File: config.mk
export PLATFORM = sky130hd
export DESIGN_NAME = esrb_bank
export DESIGN_NICKNAME = d
export VERILOG_FILES = /design/src/rtl/esrb_bank.v /design/src/rtl/esrb_status_mem.v
export VERILOG_INCLUDE_DIRS = /design/src /design/src/rtl
export SDC_FILE = /design/constraint.sdc
export NUM_CORES = 1
export LEC_CHECK = 0
export BUFFER_PORTS_ARGS = -buffer_cell sky130_fd_sc_hd__buf_2
export CAP_MARGIN = 25
export CELL_PAD_IN_SITES_DETAIL_PLACEMENT = 0
export CELL_PAD_IN_SITES_GLOBAL_PLACEMENT = 1
export CORE_MARGIN = 5
export CORE_UTILIZATION = 49
export DETAILED_ROUTE_END_ITERATION = 10
export PLACE_DENSITY_LB_ADDON = 0.1
export SETUP_SLACK_MARGIN = 0.15
export SYNTH_ARGS = -nofsm -noshare
export SYNTH_HDL_FRONTEND = slang
export SYNTH_SLANG_ARGS = --single-unit
File: constraint.sdc
create_clock -name core_clk -period 5.2 [get_ports core_clk]
set_input_delay 0.52 -clock core_clk [delete_from_list [all_inputs] [get_ports core_clk]]
set_output_delay 0.52 -clock core_clk [all_outputs]
set_load 0.02 [all_outputs]
File: src/rtl/esrb_regs.vh
// Constants for the erratum status register bank.
// Assumes inclusion by the bank, its checker and its bench.
`ifndef ESRB_REGS_VH
`define ESRB_REGS_VH

// ---------------------------------------------------------------
// Register map
// ---------------------------------------------------------------
`define ESRB_BASE_ADDR      32'hC0010140
`define ESRB_COUNT_LSB      0
`define ESRB_COUNT_MSB      15
`define ESRB_WORD_BITS      64
`define ESRB_WORD_SHIFT     6
`define ESRB_STATUS_WORDS   4
`define ESRB_COUNT_RESET    16'h0000
`define ESRB_STATUS_RESET   64'h0000000000000000
`define ESRB_PRESENT        1'b1

`endif

File: src/rtl/esrb_bank.v
// Erratum status register bank: count register plus status words.
// Assumes a registered model-specific-register access path on core_clk;
// a firmware write strobe distinguishes firmware stores from others.
// Summary of operation
// - The bank sits at a fixed base, count register first, status words at following addresses.
// - The count register holds the number of valid vector bits in 15:0 and reads zero above.
// - Status word N holds vector bits (N-1)*64 up to (N-1)*64+63.
// - Identifier n lives in the word at base plus one plus n divided by 64.
// - Inside that word, identifier n sits at bit n modulo 64.
// - A one means the erratum is present and a workaround is needed.
// - A zero means the erratum is fixed and any workaround must be disabled.
// - Bits past the last valid vector position read as reserved zero.
// - Firmware writes to every register of the bank are accepted.
// - Identifiers run from zero to count minus one and are never reused.
// - A feature flag reads one whenever the bank is present.
`timescale 1ns/1ps
`include "esrb_regs.vh"
module esrb_bank #(
  parameter WORDS = `ESRB_STATUS_WORDS,
  parameter AW    = 2
) (
  // Clock and reset
  input  wire        core_clk,
  input  wire        reset_n,
  // Register access path
  input  wire [31:0] reg_addr,
  input  wire        reg_rd,
  input  wire        reg_wr,
  input  wire        reg_fw,
  input  wire [63:0] reg_wdata,
  output reg  [63:0] reg_rdata,
  output reg         reg_rvalid,
  output reg         reg_hit,
  // Feature identification
  output wire        workaround_visibility_flag
);
  // ---------------------------------------------------------------
  // Decode
  // ---------------------------------------------------------------
  function [32:0] esrb_index;
    input [31:0] a;
    begin
      esrb_index = {1'b0, a} - {1'b0, `ESRB_BASE_ADDR};
    end
  endfunction

  wire [32:0] rd_idx    = esrb_index(reg_addr);
  wire        in_bank   = !rd_idx[32] && (rd_idx[31:0] <= WORDS);
  wire        is_count  = in_bank && (rd_idx[31:0] == 32'h00000000);
  wire        is_status = in_bank && !is_count;
  wire [31:0] word_idx  = rd_idx[31:0] - 32'h00000001;
  wire [AW-1:0] mem_addr = word_idx[AW-1:0];

  reg  [15:0] valid_erratum_count;
  wire [63:0] mem_rdata;
  reg         rd_count_q;
  reg         rd_status_q;
  reg  [AW-1:0] rd_word_q;

  // OS writes are dropped without trace; only firmware may store
  wire fw_write = reg_wr && reg_fw && in_bank;

  // ---------------------------------------------------------------
  // Storage
  // ---------------------------------------------------------------
  always @(posedge core_clk) begin
    if (!reset_n) begin
      valid_erratum_count <= `ESRB_COUNT_RESET;
    end else if (fw_write && is_count) begin
      valid_erratum_count <= reg_wdata[`ESRB_COUNT_MSB:`ESRB_COUNT_LSB];
    end
  end

  esrb_status_mem #(
    .WORDS (WORDS),
    .AW    (AW),
    .WIDTH (`ESRB_WORD_BITS)
  ) u_mem (
    .core_clk (core_clk),
    .wr_en    (fw_write && is_status),
    .wr_addr  (mem_addr),
    .wr_data  (reg_wdata),
    .rd_addr  (mem_addr),
    .rd_data  (mem_rdata)
  );

  // ---------------------------------------------------------------
  // Read path
  // ---------------------------------------------------------------
  // Bit b of word w is identifier w*64+b; mask positions at or past count
  function [63:0] esrb_valid_mask;
    input [AW-1:0] w;
    input [15:0]   cnt;
    integer        b;
    reg   [31:0]   id;
    begin
      esrb_valid_mask = 64'h0000000000000000;
      for (b = 0; b < 64; b = b + 1) begin
        id = ({{(32-AW){1'b0}}, w} << `ESRB_WORD_SHIFT) + b;
        esrb_valid_mask[b] = (id < {16'h0000, cnt});
      end
    end
  endfunction

  always @(posedge core_clk) begin
    if (!reset_n) begin
      rd_count_q  <= 1'b0;
      rd_status_q <= 1'b0;
      rd_word_q   <= {AW{1'b0}};
      reg_rvalid  <= 1'b0;
      reg_hit     <= 1'b0;
    end else begin
      rd_count_q  <= reg_rd && is_count;
      rd_status_q <= reg_rd && is_status;
      rd_word_q   <= mem_addr;
      reg_rvalid  <= reg_rd;
      reg_hit     <= reg_rd && in_bank;
    end
  end

  // Read is pure: neither the count register nor the status memory contents depend on reg_rd
  always @* begin
    if (rd_count_q) begin
      reg_rdata = {48'h000000000000, valid_erratum_count};
    end else if (rd_status_q) begin
      reg_rdata = mem_rdata & esrb_valid_mask(rd_word_q, valid_erratum_count);
    end else begin
      reg_rdata = 64'h0000000000000000;
    end
  end

  assign workaround_visibility_flag = `ESRB_PRESENT;
endmodule // esrb_bank

File: src/rtl/esrb_status_mem.v
// Storage for the erratum status words.
// Assumes one clock; read data registered, one cycle behind the address.
`timescale 1ns/1ps
module esrb_status_mem #(
  parameter WORDS  = 4,
  parameter AW     = 2,
  parameter WIDTH  = 64
) (
  // Clock
  input  wire             core_clk,
  // Write port
  input  wire             wr_en,
  input  wire [AW-1:0]    wr_addr,
  input  wire [WIDTH-1:0] wr_data,
  // Read port
  input  wire [AW-1:0]    rd_addr,
  output reg  [WIDTH-1:0] rd_data
);
  reg [WIDTH-1:0] mem [0:WORDS-1];

  always @(posedge core_clk) begin
    if (wr_en) begin
      mem[wr_addr] <= wr_data;
    end
    rd_data <= mem[rd_addr];
  end
endmodule // esrb_status_mem

==> results.ini <==
[clocking]
clock-sinks=342
cts_resized=0
postCtsHoldBufs=0
tritoncts=yes
cts_buffers=36
cts_max_level=2
cts_setup_buffers=0
clockBufferDepth=3
cts_root_buf=clkbuf_16
cts.clk_slew.worst_paths_ns=0.06
insertion_delay_ns=0.51

[synthesis]
synthDistinctLibCells=56
synth-seq-cells=342
synth-simple-area-share=0.0653
syn_inst=732
syn_nets=840
synth_mux_area_frac=0.112
syn_avg_cell_area_um2=17.7
synthAdderAreaFrac=0.00678
synth_top_family_by_area=multiplexers
synth_edf_count=256
ys.flop_type=edfxtp_1
synth-async-reset-ratio=0
synth_xor_area_frac=0
syn-cell-area_um2=12900
synth_seq_area_share=0.728
synth_compound_area_frac=0.0701
yosysWarnings=0

[drt]
viasPerCell=5.85
wl_per_cell_um=24.5
vias=7470
final_antenna_net_count=0
dr.pass1.iters=5
drc=0
drt_iter0_drc=613
wl_mm=31.3

[placement]
numPortBuffers=166
place.gp.congestion=0.870
place_area_um2=14200
hpwl_mm=20.9

[setup_path]
critical-path-slowest-cell=nor2_1
worst_ep_arrival_time_ns=3.63
cp_common_cell=nand2_1
slowest_delay_ns=0.71
cp_cell_sequence=or4_1 -> nor2_1 -> nand2_1 -> nor3_2 -> nand2_1 -> o311a_1 -> buf_2
crit_buf_inv=1
r2r_cells=2
r2r_end=valid_erratum_count[2]
r2r_slack_ns=4.05
required_ns=4.68
path_delay_family=simple AND/OR/NAND/NOR gates
r2r-start=valid_erratum_count[2]
cp_max_fo=12
critPathLaunchType=flop
crit_type=flop to primary output
endpoint_kind=primary output

[final_layout]
syn_to_final_growth_pct=18.7
final_util=0.590
design_area_um2=15300
drive_above_1_share=0.344
nets=1023

[floorplanning]
die_area_um2=29700
core_um2=26000
die_h_um=172
num_rows=59
io_pins=168
initial_core_util=0.497
die_w_um=172

[global_route]
grt_pass1_vias=7695
grt-ovfl-total=0
track_usage=0.212
antenna_found_initial=1
grt_pass1_wl_mm=47.2
grt_max_degree=36

[timing]
period_share=0.798
rsz0062_at_grt=false
clock.fmax_ghz=0.241
finalMaxSlewViolations=0
maxSlewHeadroom=0.312
worst_pin_slew_ns=1.03
holdWs_ns=0.220
final-hold-violation-count=0
fin_crit_ns=4.15
setup-violations-final=0
clock_skew_ns=0.0165
setup_tns_ns=0

[power]
p_total_w=0.00566
ir_worst_vdd_uv=296
power_density_nw_per_um2=369
p_leak_nw=5.53

[outcome]
status=finished, final reports clean

[min_path]
worstHoldStart=reg_wdata[31]
hold_path_class=input pin to flop
holdPathEnd=u_mem.mem[1][31]
hold_path_depth=1

[job]
cap_viol_max_count=0

==> cell type report <==
| class | instances | area (µm²) |
|---|---|---|
| fillers | 1994 | 10700 |
| flip-flops and latches | 342 | 9410 |
| multi-input cells | 337 | 3290 |
| repair buffers | 184 | 1020 |
| clock buffers | 46 | 991 |
| well taps | 335 | 419 |
| clock inverters | 19 | 155 |
| inverters | 14 | 52.6 |
| diodes | 1 | 2.50 |
==> through the flow <==
step / instances / worst slack [ns]
after floorplan: 732 / 1.09
after global placement: 1211 / 1.50
after detailed placement: 1211 / 1.42
after CTS: 1276 / 1.05
after global routing: 1278 / 0.845
final: 1278 / 1.05
==> per-layer routing <==
| layer | track usage | vias up | part of all wire |
|---|---|---|---|
| li1 | - | 3320 | - |
| met1 | 0.294 | 3814 | 0.41 |
| met2 | 0.344 | 284 | 0.49 |
| met3 | 0.0409 | 52 | 0.075 |
| met4 | 0.0653 | 0 | 0.025 |
| met5 | 0 | - | 0 |
==> report_power, final <==
group | internal, W | switching [W] | total (W) | leakage [nW]
clock | 0.00145 | 0.000997 | 0.00245 | 0.564
combinational | 0.000104 | 0.000127 | 0.000230 | 1.95
sequential | 0.00297 | 0.0000146 | 0.00298 | 3.02
==> cell families after synthesis <==
family	after synthesis
AO/OA/AOI/OAI	124
flip-flops	342
multiplexers	64
AND/OR/NAND/NOR	141
buffers and inverters	53
adder cells (fa/ha/maj)	7
other	1
==> Yosys cell counts, types with 3 or more instances <==
cell      instances  area share
a21boi_1         16      0.0093
a21oi_1          26       0.010
a311oi_1          5      0.0034
a32o_1           15       0.012
and2_1            7      0.0034
and3_1           10      0.0048
buf_1             5      0.0015
buf_2             8      0.0031
clkbuf_1         22      0.0064
dfxtp_1          86        0.13
edfxtp_1        256        0.59
ha_1              7      0.0068
inv_1            14      0.0041
mux4_2           64        0.11
nand2_1          43       0.012
nand2b_1          4      0.0019
nand3_1           4      0.0015
nand4_1          18      0.0087
nor2_1           17      0.0049
nor2b_1           5      0.0024
nor3_1            6      0.0023
nor3b_1           5      0.0029
o211a_1           5      0.0039
o21ai_0          22      0.0085
o311a_1           3      0.0023
o31ai_1          17      0.0099
or4_1             3      0.0017
==> flip-flops by register name, summed over array words and instances (netlist names) <==
register             cells
rd_count_q               1
rd_status_q              1
rd_word_q                2
reg_hit                  1
reg_rvalid               1
u_mem.mem              256
u_mem.rd_data           64
valid_erratum_count     16
==> layout by cell type (no fill, tap or decap), drive strengths merged, types with 2 or more instances in the layout <==
| cell type | instances |
|---|---|
| a21boi | 16 |
| and4 | 2 |
| o311a | 3 |
| clkbuf | 47 |
| or4 | 5 |
| dfxtp | 86 |
| mux4 | 64 |
| nand3 | 4 |
| a21oi | 26 |
| nor4b | 3 |
| a311oi | 5 |
| bufinv | 2 |
| o21a | 2 |
| nor2b | 5 |
| o31ai | 17 |
| o21ai | 22 |
| nor2 | 17 |
| nor4 | 6 |
| and2 | 9 |
| ha | 7 |
| nand4 | 19 |
| edfxtp | 256 |
| and3 | 11 |
| nor3b | 5 |
| buf | 183 |
| o2111ai | 2 |
| clkinv | 16 |
| nor3 | 8 |
| a32o | 15 |
| nand2 | 43 |
| nand2b | 4 |
| o211a | 6 |
| a31oi | 2 |
| inv | 14 |
==> worst max path at each step <==
stage                                  startpoint          endpoint  slack, ns  depth (start not counted)
after global placement                reg_addr[0]  u_mem.mem[1][25]       1.50                          9
after CTS                 valid_erratum_count[15]     reg_rdata[32]       1.05                          7
after floorplan                       reg_addr[0]   u_mem.mem[0][0]       1.09                          9
final                     valid_erratum_count[15]     reg_rdata[32]       1.05                          7
after global routing      valid_erratum_count[15]     reg_rdata[32]       0.84                          7
after detailed placement              reg_addr[0]  u_mem.mem[1][35]       1.42                          9
(Power assumes the default switching activity.)
